`config.mk`:
```
export PLATFORM = sky130hd
export DESIGN_NAME = esp_dev_flat
export DESIGN_NICKNAME = d
export VERILOG_FILES = /design/src/hw/esp_pkg.sv /design/src/hw/esp_link_if.sv /design/src/hw/esp_dev.sv /design/src/hw/esp_fifo.sv /design/src/flat_wrapper.sv
export SDC_FILE = /design/constraint.sdc
export NUM_CORES = 1
export LEC_CHECK = 0
export BUFFER_PORTS_ARGS = -buffer_cell sky130_fd_sc_hd__buf_2
export CORE_UTILIZATION = 55
export DETAILED_ROUTE_END_ITERATION = 7
export PLACE_DENSITY = 0.72
export SYNTH_ARGS = -nofsm -noshare
export SYNTH_HDL_FRONTEND = slang
export SYNTH_SLANG_ARGS = --single-unit
```
`constraint.sdc`:
```
create_clock -name clock -period 5.2 [get_ports clock]
set_clock_uncertainty 0.2 [all_clocks]
set_input_delay 0.52 -clock clock [delete_from_list [all_inputs] [get_ports clock]]
set_output_delay 0.52 -clock clock [all_outputs]
set_load 0.05 [all_outputs]
```
`src/hw/esp_pkg.sv`:
```
package esp_pkg;

   // ----------------------------------------------------------------
   // software port and register map
   // ----------------------------------------------------------------
   localparam int ADDR_W = 3;
   localparam int REG_W  = 16;
   localparam int CTL_W  = 11;

   localparam logic [ADDR_W-1:0] ADDR_CTRL = 3'h0;
   localparam logic [ADDR_W-1:0] ADDR_STAT = 3'h1;
   localparam logic [ADDR_W-1:0] ADDR_TXD  = 3'h2;
   localparam logic [ADDR_W-1:0] ADDR_RXD  = 3'h3;
   localparam logic [ADDR_W-1:0] ADDR_BAUD = 3'h4;

   // control register fields
   localparam int BIT_TX_EN       = 0;
   localparam int BIT_SEND_BREAK  = 1;
   localparam int BIT_PORT_EN     = 2;
   localparam int BIT_NINE_EN     = 3;
   localparam int BIT_SINGLE_RX   = 4;
   localparam int BIT_CONT_RX     = 5;
   localparam int BIT_CLOCKED     = 6;
   localparam int BIT_CLK_MASTER  = 7;
   localparam int BIT_WAKE_EN     = 8;
   localparam int BIT_AUTOBAUD_EN = 9;
   localparam int BIT_RX_IRQ_EN   = 10;

   // status register fields
   localparam int ST_TX_SHIFT_EMPTY = 0;
   localparam int ST_TX_BUF_EMPTY   = 1;
   localparam int ST_RX_DONE        = 2;
   localparam int ST_FRAME_ERR      = 3;
   localparam int ST_OVERRUN        = 4;
   localparam int ST_NINTH          = 5;

   localparam logic [CTL_W-1:0] CTL_RST  = 11'h000;
   localparam logic [REG_W-1:0] BAUD_RST = 16'h0027;

   // ----------------------------------------------------------------
   // framing and timing
   // ----------------------------------------------------------------
   localparam logic [3:0] BREAK_LAST = 4'hB;
   localparam logic [3:0] DATA_LAST  = 4'h7;
   localparam logic [3:0] NINE_LAST  = 4'h8;
   localparam int TXF_W     = 9;
   localparam int TXF_DEPTH = 8;
   localparam int CLK_PERIOD_NS     = 25;
   localparam int LINK_CK_PERIOD_NS = 200;
   localparam int CK_HALF_CYC = LINK_CK_PERIOD_NS / (2 * CLK_PERIOD_NS);
   localparam int BIT_CYC     = int'(BAUD_RST) + 1;

   // ----------------------------------------------------------------
   // state encodings
   // ----------------------------------------------------------------
   typedef enum logic [3:0] {
      TX_IDLE = 4'h1, TX_START = 4'h2, TX_DATA = 4'h4, TX_STOP = 4'h8
   } esp_tx_state_type;

   typedef enum logic [4:0] {
      RX_IDLE = 5'h01, RX_START = 5'h02, RX_DATA = 5'h04, RX_STOP = 5'h08, RX_WAKE = 5'h10
   } esp_rx_state_type;

   typedef enum logic [2:0] {
      CK_IDLE = 3'h1, CK_LOW = 3'h2, CK_HIGH = 3'h4
   } esp_ck_state_type;

endpackage

```
`src/hw/esp_link_if.sv`:
```
`timescale 1ns/100ps
`default_nettype none
interface esp_link_if;
   logic ser_tx;
   logic ser_dt;
   logic ser_ck;
   modport dev (output ser_tx, input ser_dt, input ser_ck);
   modport far (input ser_tx, output ser_dt, output ser_ck);
endinterface
`default_nettype wire

```
`src/hw/esp_dev.sv`:
```
// Functional notes
// - break is start, twelve zeros, stop
// - send-break plus enable: write starts break
// - break ignores written data, sends zeros
// - hardware clears send-break after break stop
// - next byte queues during break, follows it
// - master writes 0x55 sync after dummy
// - shift-empty status works same during break
// - buffer-empty flag shows room for data
// - received break: done, framing error, zero
// - auto-wake: two edges, flag, then byte
// - auto-baud bit may be set before sleep
// - slave mode: always receiving unless overrun, single ignored
// - word in sleep lands, wakes if enabled
// - slave select: clocked, enable, not master
// - completion sets flag, interrupt if enabled
// - ninth bit in status, eight in data
// - overrun held until continuous/port cleared
`timescale 1ns/100ps
`default_nettype none
module esp_dev
   import esp_pkg::*;
#(
   parameter int FIFO_DEPTH = TXF_DEPTH
) (
   // clock and reset
   input  wire logic              clock,
   input  wire logic              reset_n,
   // software port
   input  wire logic [ADDR_W-1:0] sw_addr,
   input  wire logic [REG_W-1:0]  sw_wdata,
   input  wire logic              sw_wr,
   input  wire logic              sw_rd,
   output logic [REG_W-1:0]       sw_rdata,
   // events
   output logic                   rx_irq,
   output logic                   tx_room,
   // serial link
   esp_link_if.dev                link
);
   // ----------------------------------------------------------------
   // state
   // ----------------------------------------------------------------
   typedef struct packed {
      logic [CTL_W-1:0] ctl;
      logic [REG_W-1:0] baud;
      logic             brk_pend;
      esp_tx_state_type tx_st;
      logic [7:0]       tx_sh;
      logic             tx_brk;
      logic [REG_W-1:0] tx_cnt;
      logic [3:0]       tx_bit;
      logic             tx_pin;
      esp_rx_state_type rx_st;
      logic [8:0]       rx_sh;
      logic [REG_W-1:0] rx_cnt;
      logic [3:0]       rx_bit;
      logic [7:0]       rx_hold;
      logic             rx_ninth;
      logic             rx_full;
      logic             framing_error;
      logic             overrun_error;
      logic [1:0]       dt_s;
      logic             dt_q;
      logic [1:0]       ck_s;
      logic             ck_q;
      logic [REG_W-1:0] rdata;
      logic             irq;
      logic             room;
   } esp_dev_st_type;

   esp_dev_st_type   s_r;
   esp_dev_st_type   s_nxt;
   logic             dt;
   logic             fall;
   logic             rise;
   logic             ck_rise;
   logic             slave;
   logic             async_on;
   logic [3:0]       last_bit;
   logic [8:0]       shv;
   logic             done;
   logic             fe;
   logic [8:0]       word;
   logic [REG_W-1:0] stat;
   logic             f_in_valid;
   logic             f_in_ready;
   logic [TXF_W-1:0] f_in_data;
   logic             f_out_valid;
   logic             f_out_ready;
   logic [TXF_W-1:0] f_out_data;

   // lines up a received word: ninth bit on top, data below
   function automatic logic [8:0] align(input logic [8:0] sh, input logic nine);
      return nine ? sh : {1'b0, sh[8:1]};
   endfunction

   assign sw_rdata    = s_r.rdata;
   assign rx_irq      = s_r.irq;
   assign tx_room     = s_r.room;
   assign link.ser_tx = s_r.tx_pin;

   // ----------------------------------------------------------------
   // transmit queue
   // ----------------------------------------------------------------
   esp_fifo #(.W(TXF_W), .D(FIFO_DEPTH)) u_txq (
      .clock     (clock),
      .reset_n   (reset_n),
      .flush     (!s_r.ctl[BIT_PORT_EN]),
      .in_valid  (f_in_valid),
      .in_ready  (f_in_ready),
      .in_data   (f_in_data),
      .out_valid (f_out_valid),
      .out_ready (f_out_ready),
      .out_data  (f_out_data)
   );

   // ----------------------------------------------------------------
   // next state
   // ----------------------------------------------------------------
   always_comb begin
      s_nxt      = s_r;
      s_nxt.dt_s = {s_r.dt_s[0], link.ser_dt};
      s_nxt.dt_q = s_r.dt_s[1];
      s_nxt.ck_s = {s_r.ck_s[0], link.ser_ck};
      s_nxt.ck_q = s_r.ck_s[1];
      dt       = s_r.dt_s[1];
      fall     = s_r.dt_q & ~dt;
      rise     = ~s_r.dt_q & dt;
      ck_rise  = ~s_r.ck_q & s_r.ck_s[1];
      slave    = s_r.ctl[BIT_PORT_EN] & s_r.ctl[BIT_CLOCKED] & ~s_r.ctl[BIT_CLK_MASTER];
      async_on = s_r.ctl[BIT_PORT_EN] & ~s_r.ctl[BIT_CLOCKED] & s_r.ctl[BIT_CONT_RX] & ~s_r.overrun_error;
      last_bit = s_r.ctl[BIT_NINE_EN] ? NINE_LAST : DATA_LAST;
      shv      = {dt, s_r.rx_sh[8:1]};
      done     = 1'b0;
      fe       = 1'b0;
      word     = align(shv, s_r.ctl[BIT_NINE_EN]);

      // software side; the auto-baud bit is only held for software
      if (sw_wr && sw_addr == ADDR_CTRL) begin
         s_nxt.ctl = sw_wdata[CTL_W-1:0];
      end
      if (sw_wr && sw_addr == ADDR_BAUD) begin
         s_nxt.baud = sw_wdata;
      end
      stat                    = '0;
      stat[ST_TX_SHIFT_EMPTY] = s_r.tx_st == TX_IDLE;
      stat[ST_TX_BUF_EMPTY]   = f_in_ready;
      stat[ST_RX_DONE]        = s_r.rx_full;
      stat[ST_FRAME_ERR]      = s_r.framing_error;
      stat[ST_OVERRUN]        = s_r.overrun_error;
      stat[ST_NINTH]          = s_r.rx_ninth;
      s_nxt.rdata = '0;
      if (sw_rd) begin
         case (sw_addr)
            ADDR_CTRL: s_nxt.rdata = {{(REG_W-CTL_W){1'b0}}, s_r.ctl};
            ADDR_STAT: s_nxt.rdata = stat;
            ADDR_RXD:  s_nxt.rdata = {8'h00, s_r.rx_hold};
            ADDR_BAUD: s_nxt.rdata = s_r.baud;
            default:   s_nxt.rdata = '0;
         endcase
      end
      // reading the data frees the holding register; a new word in the same cycle wins
      if (sw_rd && sw_addr == ADDR_RXD) begin
         s_nxt.rx_full = 1'b0;
         s_nxt.framing_error    = 1'b0;
      end

      // only the first write after send-break is armed marks a break; later ones queue
      f_in_valid = sw_wr && sw_addr == ADDR_TXD && s_r.ctl[BIT_TX_EN] && s_r.ctl[BIT_PORT_EN];
      f_in_data  = {s_r.ctl[BIT_SEND_BREAK] & ~s_r.brk_pend, sw_wdata[7:0]};
      if (f_in_valid && f_in_ready && f_in_data[8]) begin
         s_nxt.brk_pend = 1'b1;
      end
      f_out_ready = s_r.tx_st == TX_IDLE && s_r.ctl[BIT_TX_EN] && s_r.ctl[BIT_PORT_EN];

      // ----------------------------------------------------------------
      // transmitter, one bit per baud period for both kinds
      // ----------------------------------------------------------------
      case (s_r.tx_st)
         TX_IDLE: begin
            s_nxt.tx_pin = 1'b1;
            if (f_out_valid && f_out_ready) begin
               s_nxt.tx_sh  = f_out_data[7:0];
               s_nxt.tx_brk = f_out_data[8];
               s_nxt.tx_cnt = s_r.baud;
               s_nxt.tx_pin = 1'b0;
               s_nxt.tx_st  = TX_START;
            end
         end
         TX_START: begin
            s_nxt.tx_cnt = s_r.tx_cnt - 1'b1;
            if (s_r.tx_cnt == '0) begin
               s_nxt.tx_st  = TX_DATA;
               s_nxt.tx_cnt = s_r.baud;
               s_nxt.tx_bit = '0;
               s_nxt.tx_pin = s_r.tx_brk ? 1'b0 : s_r.tx_sh[0];
            end
         end
         TX_DATA: begin
            s_nxt.tx_cnt = s_r.tx_cnt - 1'b1;
            if (s_r.tx_cnt == '0) begin
               s_nxt.tx_cnt = s_r.baud;
               if (s_r.tx_bit == (s_r.tx_brk ? BREAK_LAST : DATA_LAST)) begin
                  s_nxt.tx_st  = TX_STOP;
                  s_nxt.tx_pin = 1'b1;
               end else begin
                  s_nxt.tx_bit = s_r.tx_bit + 1'b1;
                  s_nxt.tx_sh  = {1'b0, s_r.tx_sh[7:1]};
                  s_nxt.tx_pin = s_r.tx_brk ? 1'b0 : s_r.tx_sh[1];
               end
            end
         end
         TX_STOP: begin
            s_nxt.tx_cnt = s_r.tx_cnt - 1'b1;
            if (s_r.tx_cnt == '0) begin
               s_nxt.tx_st = TX_IDLE;
               if (s_r.tx_brk) begin
                  s_nxt.ctl[BIT_SEND_BREAK] = 1'b0;
                  s_nxt.brk_pend            = 1'b0;
                  s_nxt.tx_brk              = 1'b0;
               end
            end
         end
         default: s_nxt.tx_st = TX_IDLE;
      endcase

      // ----------------------------------------------------------------
      // receiver
      // ----------------------------------------------------------------
      case (s_r.rx_st)
         RX_IDLE: begin
            if (slave) begin
               // slave mode ignores continuous and single receive bits
               if (ck_rise && !s_r.overrun_error) begin
                  s_nxt.rx_sh = shv;
                  if (s_r.rx_bit == last_bit) begin
                     s_nxt.rx_bit = '0;
                     done         = 1'b1;
                  end else begin
                     s_nxt.rx_bit = s_r.rx_bit + 1'b1;
                  end
               end
            end else if (async_on && fall) begin
               s_nxt.rx_st  = s_r.ctl[BIT_WAKE_EN] ? RX_WAKE : RX_START;
               s_nxt.rx_cnt = s_r.baud >> 1;
            end
         end
         RX_WAKE: begin
            if (!async_on) begin
               s_nxt.rx_st = RX_IDLE;
            end else if (rise) begin
               s_nxt.rx_full              = 1'b1;
               s_nxt.ctl[BIT_WAKE_EN]     = 1'b0;
               s_nxt.rx_st                = RX_IDLE;
            end
         end
         RX_START: begin
            s_nxt.rx_cnt = s_r.rx_cnt - 1'b1;
            if (s_r.rx_cnt == '0) begin
               s_nxt.rx_st  = dt ? RX_IDLE : RX_DATA;
               s_nxt.rx_cnt = s_r.baud;
               s_nxt.rx_bit = '0;
            end
         end
         RX_DATA: begin
            s_nxt.rx_cnt = s_r.rx_cnt - 1'b1;
            if (s_r.rx_cnt == '0) begin
               s_nxt.rx_sh  = shv;
               s_nxt.rx_cnt = s_r.baud;
               s_nxt.rx_bit = s_r.rx_bit + 1'b1;
               if (s_r.rx_bit == last_bit) begin
                  s_nxt.rx_st = RX_STOP;
               end
            end
         end
         RX_STOP: begin
            s_nxt.rx_cnt = s_r.rx_cnt - 1'b1;
            if (s_r.rx_cnt == '0) begin
               done        = 1'b1;
               fe          = ~dt;
               s_nxt.rx_st = RX_IDLE;
            end
         end
         default: s_nxt.rx_st = RX_IDLE;
      endcase
      if (s_r.rx_st == RX_STOP) begin
         word = align(s_r.rx_sh, s_r.ctl[BIT_NINE_EN]);
      end

      // an unread word blocks the new one and latches the overrun
      if (done) begin
         if (s_nxt.rx_full) begin
            s_nxt.overrun_error = 1'b1;
         end else begin
            s_nxt.rx_hold  = word[7:0];
            s_nxt.rx_ninth = word[8];
            s_nxt.rx_full  = 1'b1;
            s_nxt.framing_error     = fe;
         end
      end
      if (!s_nxt.ctl[BIT_CONT_RX]) begin
         s_nxt.overrun_error = 1'b0;
      end
      if (!s_nxt.ctl[BIT_PORT_EN]) begin
         s_nxt.tx_st    = TX_IDLE;
         s_nxt.tx_pin   = 1'b1;
         s_nxt.tx_brk   = 1'b0;
         s_nxt.brk_pend = 1'b0;
         s_nxt.rx_st    = RX_IDLE;
         s_nxt.rx_bit   = '0;
         s_nxt.rx_full  = 1'b0;
         s_nxt.framing_error     = 1'b0;
         s_nxt.overrun_error     = 1'b0;
      end
      // level interrupt doubles as the wake request while asleep
      s_nxt.irq  = s_nxt.rx_full & s_nxt.ctl[BIT_RX_IRQ_EN];
      s_nxt.room = f_in_ready;
   end

   always_ff @(posedge clock) begin
      if (!reset_n) begin
         s_r        <= '0;
         s_r.ctl    <= CTL_RST;
         s_r.baud   <= BAUD_RST;
         s_r.tx_st  <= TX_IDLE;
         s_r.tx_pin <= 1'b1;
         s_r.rx_st  <= RX_IDLE;
         s_r.dt_s   <= 2'h3;
         s_r.dt_q   <= 1'b1;
      end else begin
         s_r <= s_nxt;
      end
   end
endmodule
`default_nettype wire

```
`src/hw/esp_fifo.sv`:
```
`timescale 1ns/100ps
`default_nettype none
module esp_fifo #(
   parameter int W = 9,
   parameter int D = 8
) (
   // clock and reset
   input  wire logic         clock,
   input  wire logic         reset_n,
   input  wire logic         flush,
   // filling side
   input  wire logic         in_valid,
   output logic              in_ready,
   input  wire logic [W-1:0] in_data,
   // draining side
   output logic              out_valid,
   input  wire logic         out_ready,
   output logic [W-1:0]      out_data
);
   // depth must be a power of two so the pointers wrap by themselves
   localparam int AW = $clog2(D);
   localparam int CW = AW + 1;
   localparam logic [CW-1:0] FULL = CW'(D);

   typedef struct packed {
      logic [D-1:0][W-1:0] mem;
      logic [AW-1:0]       wp;
      logic [AW-1:0]       rp;
      logic [CW-1:0]       cnt;
   } esp_fifo_st_type;

   esp_fifo_st_type s_r;
   esp_fifo_st_type s_nxt;
   logic            push;
   logic            pop;

   assign in_ready  = s_r.cnt != FULL;
   assign out_valid = s_r.cnt != '0;
   assign out_data  = s_r.mem[s_r.rp];

   always_comb begin
      s_nxt = s_r;
      push  = in_valid & in_ready;
      pop   = out_valid & out_ready;
      if (push) begin
         s_nxt.mem[s_r.wp] = in_data;
         s_nxt.wp          = s_r.wp + 1'b1;
      end
      if (pop) begin
         s_nxt.rp = s_r.rp + 1'b1;
      end
      if (push && !pop) begin
         s_nxt.cnt = s_r.cnt + 1'b1;
      end else if (pop && !push) begin
         s_nxt.cnt = s_r.cnt - 1'b1;
      end
      if (flush) begin
         s_nxt.wp  = '0;
         s_nxt.rp  = '0;
         s_nxt.cnt = '0;
      end
   end

   always_ff @(posedge clock) begin
      if (!reset_n) begin
         s_r <= '0;
      end else begin
         s_r <= s_nxt;
      end
   end
endmodule
`default_nettype wire

```
`src/flat_wrapper.sv`:
```
// flat-port wrapper written by rule: the top's interface ports become plain ports
module esp_dev_flat import esp_pkg::*;
#(
   parameter int FIFO_DEPTH = TXF_DEPTH
)
  (clock, reset_n, sw_addr, sw_wdata, sw_wr, sw_rd, sw_rdata, rx_irq, tx_room, link_ser_tx, link_ser_dt, link_ser_ck);
  esp_link_if link_i ();
  input  wire logic clock;
  input  wire logic reset_n;
  input  wire logic [ADDR_W-1:0] sw_addr;
  input  wire logic [REG_W-1:0] sw_wdata;
  input  wire logic sw_wr;
  input  wire logic sw_rd;
  output logic [REG_W-1:0] sw_rdata;
  output logic rx_irq;
  output logic tx_room;
  output wire logic [$bits(link_i.ser_tx)-1:0] link_ser_tx;
  input wire logic [$bits(link_i.ser_dt)-1:0] link_ser_dt;
  input wire logic [$bits(link_i.ser_ck)-1:0] link_ser_ck;
  assign link_ser_tx = link_i.ser_tx;
  assign link_i.ser_dt = link_ser_dt;
  assign link_i.ser_ck = link_ser_ck;
  esp_dev #(.FIFO_DEPTH(FIFO_DEPTH)) u_core (.clock(clock), .reset_n(reset_n), .sw_addr(sw_addr), .sw_wdata(sw_wdata), .sw_wr(sw_wr), .sw_rd(sw_rd), .sw_rdata(sw_rdata), .rx_irq(rx_irq), .tx_room(tx_room), .link(link_i));
endmodule
```
# Word-level counts from Yosys, hierarchy flattened

Cells that the tools add are included.

Register bits: 214
Word-level logic and storage cells: 228

Reductions and logical operators: 48
Magnitude comparators: 3
Eq/ne operators: 31
Bitwise operators: 20
Add/sub/neg operators: 8
Mux-type cells: 81

Operators with widths:

| cell                                                | number |
|---|---|
| one-hot mux 16 bit (4 select lines)                 | 3 |
| bitwise mux 72 bit                                  | 1 |
| 2-to-1 mux 9 bit                                    | 7 |
| 2-to-1 mux 5 bit                                    | 9 |
| 2-to-1 mux 21 bit                                   | 2 |
| 2-to-1 mux 4 bit                                    | 10 |
| 2-to-1 mux 34 bit                                   | 1 |
| zero test 16 bit                                    | 2 |
| 2-to-1 mux 16 bit                                   | 2 |
| subtractor 16 x 1 -> 16 bit (second input constant) | 2 |
| 2-to-1 mux 29 bit                                   | 1 |
| binary-select mux 9 bit (select 3 bit)              | 1 |
| demux 9 bit (select 3 bit)                          | 1 |
| 2-to-1 mux 1 bit                                    | 26 |
| one-hot mux 5 bit (5 select lines)                  | 1 |
| != test 2 x 1 -> 1 bit (second input constant)      | 11 |
| 2-to-1 mux 20 bit                                   | 1 |
| one-hot mux 9 bit (2 select lines)                  | 1 |
| logical AND 1 bit                                   | 16 |
| one-hot mux 4 bit (4 select lines)                  | 1 |
| one-hot mux 8 bit (2 select lines)                  | 1 |
| adder 4 x 1 -> 4 bit (second input constant)        | 3 |
| AND 1 bit                                           | 12 |
| 2-to-1 mux 12 bit                                   | 1 |
| other kinds (39)                                    | 75 |

# Depth between registers and ports, before layout

Word-level depth: 11
Mapped depth: 12

# Cells and area by module

A second synthesis with hierarchy kept.

Cell total of the unflattened synthesis: 1178
Area total of the unflattened synthesis: 10595.2 µm²

Modules (own cells, without submodules):

| module   | area each (µm²) | sequential area each (µm²) | cells each | times used |
|---|---|---|---|---|
| esp_dev  | 6725.2          | 2642.5                     | 833        | 1 |
| esp_fifo | 3870.0          | 1641.6                     | 345        | 1 |

# Worst setup path after synthesis

OpenSTA, ideal clock, no wires.

Path type: flip-flop to flip-flop
Start point: reg u_core.s_r[101] in the netlist's numbering
End point: reg u_core.u_txq.s_r[3] in the netlist's numbering
Slack: 2096 ps
Library setup time: 73 ps
Arrival: 2832 ps
Required time: 4927 ps
Stages on the path, launching flop included: 13
Path buffers: 1
Path through: dfxtp_1 -> or4b_1 -> buf_2 -> nor3_4 -> inv_2 -> ha_1 -> inv_1 -> ha_1 -> a21o_1 -> a21oi_1 -> xnor2_1 -> or3_1 -> a21oi_1

Cells in the longest elaborated chain, start to end: 7
Elaborated cells on any way between the ends: 9
Classes of those cells: eq/ne: 1; mux: 1; bitwise: 1; reduce/logical: 6

Ends and longest elaborated chain:

| what                                                          | line           | RTL |
|---|---|---|
| from (decl)                                                   | esp_dev.sv:72  | `esp_dev_st_type s_r;` |
| from (signal assigned)                                        | esp_dev.sv:332 | `s_r <= s_nxt;` |
| equality test 4 x 1 -> 1 bit *                                | esp_dev.sv:175 | `f_out_ready = s_r.tx_st == TX_IDLE && s_r.ctl[BIT_TX_EN] && s_r.ctl[BIT_PORT_EN];` |
| logical AND 1 bit * (2 in series)                             | esp_dev.sv:175 |  |
| AND 1 bit *                                                   | esp_fifo.sv:44 | `pop = out_valid & out_ready;` |
| zero test 1 bit                                               | esp_fifo.sv:52 | `if (push && !pop) begin` |
| logical AND 1 bit                                             | esp_fifo.sv:52 |  |
| 2-to-1 mux 4 bit / nonzero test 2 bit (equally long branches) | --             |  |
| to (signal assigned)                                          | esp_fifo.sv:68 | `s_r <= s_nxt;` |
| to (decl)                                                     | esp_fifo.sv:32 | `esp_fifo_st_type s_r;` |

Every way passes the cells marked *; elsewhere a longest branch is shown, timed or not.
A chain may end at the register's enable or synchronous reset.

# Worst setup path after layout

Start point: reg u_core.s_r[75] in the netlist's numbering
End point: reg u_core.s_r[89] in the netlist's numbering

Cells in the longest elaborated chain, start to end: 3
Elaborated cells on any way between the ends: 5
Classes of those cells: add/sub: 1; mux: 3; reduce/logical: 1

Ends and longest elaborated chain:

| what                                                                   | line                           | RTL |
|---|---|---|
| subtractor 16 x 1 -> 16 bit / zero test 16 bit (equally long branches) | --                             |  |
| 2-to-1 mux 21 bit (on tied branches)                                   | esp_dev.sv:202, esp_dev.sv:193 |  |
| one-hot mux 16 bit (4 select lines) *                                  | esp_dev.sv:180                 | `case (s_r.tx_st)` |

Every way passes the cells marked *; elsewhere a longest branch is shown, timed or not. The select of a mux whose other input is x is not followed.

==> metrics.md <==
| Metric | Value |
|---|---|
| Status | `finished clean` |
| Drt wl/cell | `18.2 um` |
| Seq/Total Area, Yosys | `0.411` |
| All-Layer GR Usage | `0.271` |
| Final Cycle Share | `0.678` |
| Post-route cell area | `0.0113 mm^2` |
| Hold Crit Class | `in2reg` |
| Vias per inst | `6.03` |
| #FFs+latches synth | `214` |
| Nets | `1250` |
| Async S/R FF share, synth | `0` |
| Placed Area | `0.0105 mm^2` |
| Final Util | `0.618` |
| Synth Flop Type | `dfxtp_1` |
| Crit path launch type | `flop` |
| Most common cell after layout, fill and taps aside | `nand2_1` |
| Clock Power Share | `0.476` |
| Initial antenna violation count | `0` |
| Core Box Area | `0.0183 mm^2` |
| Leakage | `4.14 nW` |
| Least-Margin Pin Slew | `1240 ps` |
| Rel. slew slack | `0.163` |
| # setup viols final | `0` |
| CTS tree | `built` |
| Slowest-stage cell, CP | `a21oi_2` |
| CTS Root Cell | `clkbuf_16` |
| Synth warn | `0` |
| Worst path max stage delay | `720 ps` |
| Crit-path cells | `inv_1 -> ha_1 -> nor4b_1 -> nand4_1 -> a21oi_2 -> buf_4 -> nor2_1 -> a22o_1 -> a31o_1` |
| Placed Cells | `1415` |
| Die W | `140 um` |
| Placer congestion estimate | `0.911` |
| Hold WS | `7.21 ps` |
| H-Tree Depth | `1` |
| Synth Instances | `1228` |
| Die Ht | `140 um` |
| Global-route wire length before repair | `42.8 mm` |
| FP Rows | `49` |
| Crit. End Element | `flop` |
| Fillcell total | `1569` |
| Worst-Skew Late Latency | `520 ps` |
| Logic pwr share | `0.034` |
| Diode count | `0` |
| Worst path bufs/invs | `2` |
| Critical Path RT | `5410 ps` |
| Crit Path Class | `reg2reg` |
| Post-synth EDFFs | `0` |
| Share of layout cells above drive strength 1 | `0.116` |
| Synth Cell Area | `0.0104 mm^2` |
| Iteration-0 DRC Markers | `669` |
| Post-route ant nets | `0` |
| Critical path peak fanout | `21` |
| Die Footprint | `0.0195 mm^2` |
| Family with the most delay on the worst path | `simple AND/OR/NAND/NOR gates` |
| Syn Area/Cell | `8.49 um^2` |
| Num ports | `44` |
| Layout Cells excl Fill | `1458` |
| Sum of negative setup slack | `0 ps` |
| Fmax achieved | `284 MHz` |
| Starting Density | `0.570` |
| Max-slew violations | `0` |
| Post-synth net total | `1265` |
| Sw power | `0.769 mW` |
| RSZ-0062 raised after global routing | `false` |
| Sequential power share | `0.489` |
| Int Pwr | `2.62 mW` |
| GRT overflow | `0` |
| Critical path arrival | `3730 ps` |
| Layout area overhead | `8.38%` |
| Routed vias | `8796` |
| Dpl hpwl | `17.7 mm` |
| Endpoints failing hold | `0` |
| DRT Pass-1 Iters | `6` |
| Drt drc | `0` |
| CTS Buffer Depth | `3` |
| Power density cells | `300 mW/mm^2` |
| Vias in the first global route | `8304` |
| Distinct cells, synth | `85` |
| Most frequent cells in the layout | `nand2_1 (232), dfxtp_1 (214), a21oi_1 (141)` |
| Min Tclk post-route | `3530 ps` |
| Max IR drop VDD | `0.000247 V` |
| Max_cap viols | `0` |
| I/O Buffers | `43` |
| Largest net degree at the start of global routing | `99` |
| Reg clk slew, reported paths | `60 ps` |
| Clock sink count | `214` |
| Num CTS Buffers | `24` |
| Final wirelength | `26.6 mm` |
| Postcts setup bufs | `0` |
| Switch share | `0.227` |
kinds of logic (layout without fill, tap and decap cells):
group / Yosys count / count (layout) / synth area share
AOI/OAI and AO/OA: 272 / 272 / 0.161
xor gates and xnor gates: 19 / 19 / 0.0160
adders and majority gates: 12 / 12 / 0.0151
buffers and inverters: 101 / 102 / 0.0456
DFF: 214 / 214 / 0.411
muxes: 97 / 97 / 0.117
and+or+nand+nor: 513 / 513 / 0.234
cell usage after synthesis, drive strengths merged (13+ instances only):
| cell type | n | share of area |
|---|---|---|
| nand2 | 232 | 0.084 |
| dfxtp | 214 | 0.41 |
| a21oi | 143 | 0.069 |
| nor2 | 112 | 0.041 |
| mux2i | 72 | 0.070 |
| clkbuf | 57 | 0.021 |
| o21ai | 39 | 0.020 |
| buf | 35 | 0.022 |
| nand3 | 35 | 0.017 |
| nor3 | 23 | 0.015 |
| mux4 | 18 | 0.039 |
| o22ai | 18 | 0.011 |
| and2 | 15 | 0.0090 |
| nand2b | 14 | 0.0084 |
| a221oi | 13 | 0.013 |
metal layers:
layer  wire [um]  track usage  vias up
met1       11900        0.360     4173
met4         886       0.0995        0
met5           0            0        -
met3        1300       0.0337       63
met2       12500        0.453      253
li1            -            -     4307
worst reg2reg max path: stages (launching register included):
cell and delay [ps]:
dfxtp_1 350, inv_1 120, ha_1 160, nor4b_1 400, nand4_1 610, a21oi_2 720
buf_4 350, nor2_1 110, a22o_1 190, a31o_1 210
sequential cells by signal, summed over array words and instances (netlist names):
| signal | flops |
|---|---|
| u_core.rx_irq | 1 |
| u_core.tx_room | 1 |
| u_core.sw_rdata | 16 |
| u_core.s_r | 109 |
| u_core.u_txq.s_r | 82 |
| u_core.s_nxt | 3 |
| u_core.link.ser_tx | 1 |
| u_core.dt | 1 |
final cells by class:
type	instances	area [um^2]	area share
clock buffer	34	668	0.0592
timing repair buffer	51	278	0.0246
multi-input combinational	913	5660	0.501
tap	229	287	0.0254
inverter	9	36.3	0.00321
clock inverter	8	80.1	0.00709
sequential	214	4280	0.379
repair_timing:
action | CTS | global route
endpoints found under the setup margin | 0 | 0
hold buffers | 1 | 0
hold endpoints to repair | 1 | 0
gates resized for setup | 0 | 0
path summary, 6_finish.rpt:
check	startpoint	end	slack [ps]	cells after the start
worst max register to register	u_core.s_r[75]	u_core.s_r[89]	1670	9
worst min register to register	u_core.s_nxt[23]	u_core.dt	220	1
worst max-delay path	u_core.s_r[75]	u_core.s_r[89]	1670	9
worst min-delay path	link_ser_ck	u_core.s_nxt[20]	7	2
stage by stage:
step	setup slack [ps]	total power, mW
3_5_place_dp	1570	1.81
3_3_place_gp	1690	1.81
4_1_cts	1740	3.41
5_1_grt	1420	3.48
6_report	1670	3.39
2_1_floorplan	2100	1.77
power by group through the flow:
| stage | combinational, mW | sequential [mW] | clock [mW] |
|---|---|---|---|
| floorplan | 0.0808 | 1.69 | 0 |
| global placement | 0.114 | 1.70 | 0 |
| detailed placement | 0.115 | 1.70 | 0 |
| CTS | 0.116 | 1.66 | 1.63 |
| global route | 0.127 | 1.66 | 1.70 |
| finish | 0.117 | 1.66 | 1.62 |
No activity file was read; power rests on OpenSTA's default activity.
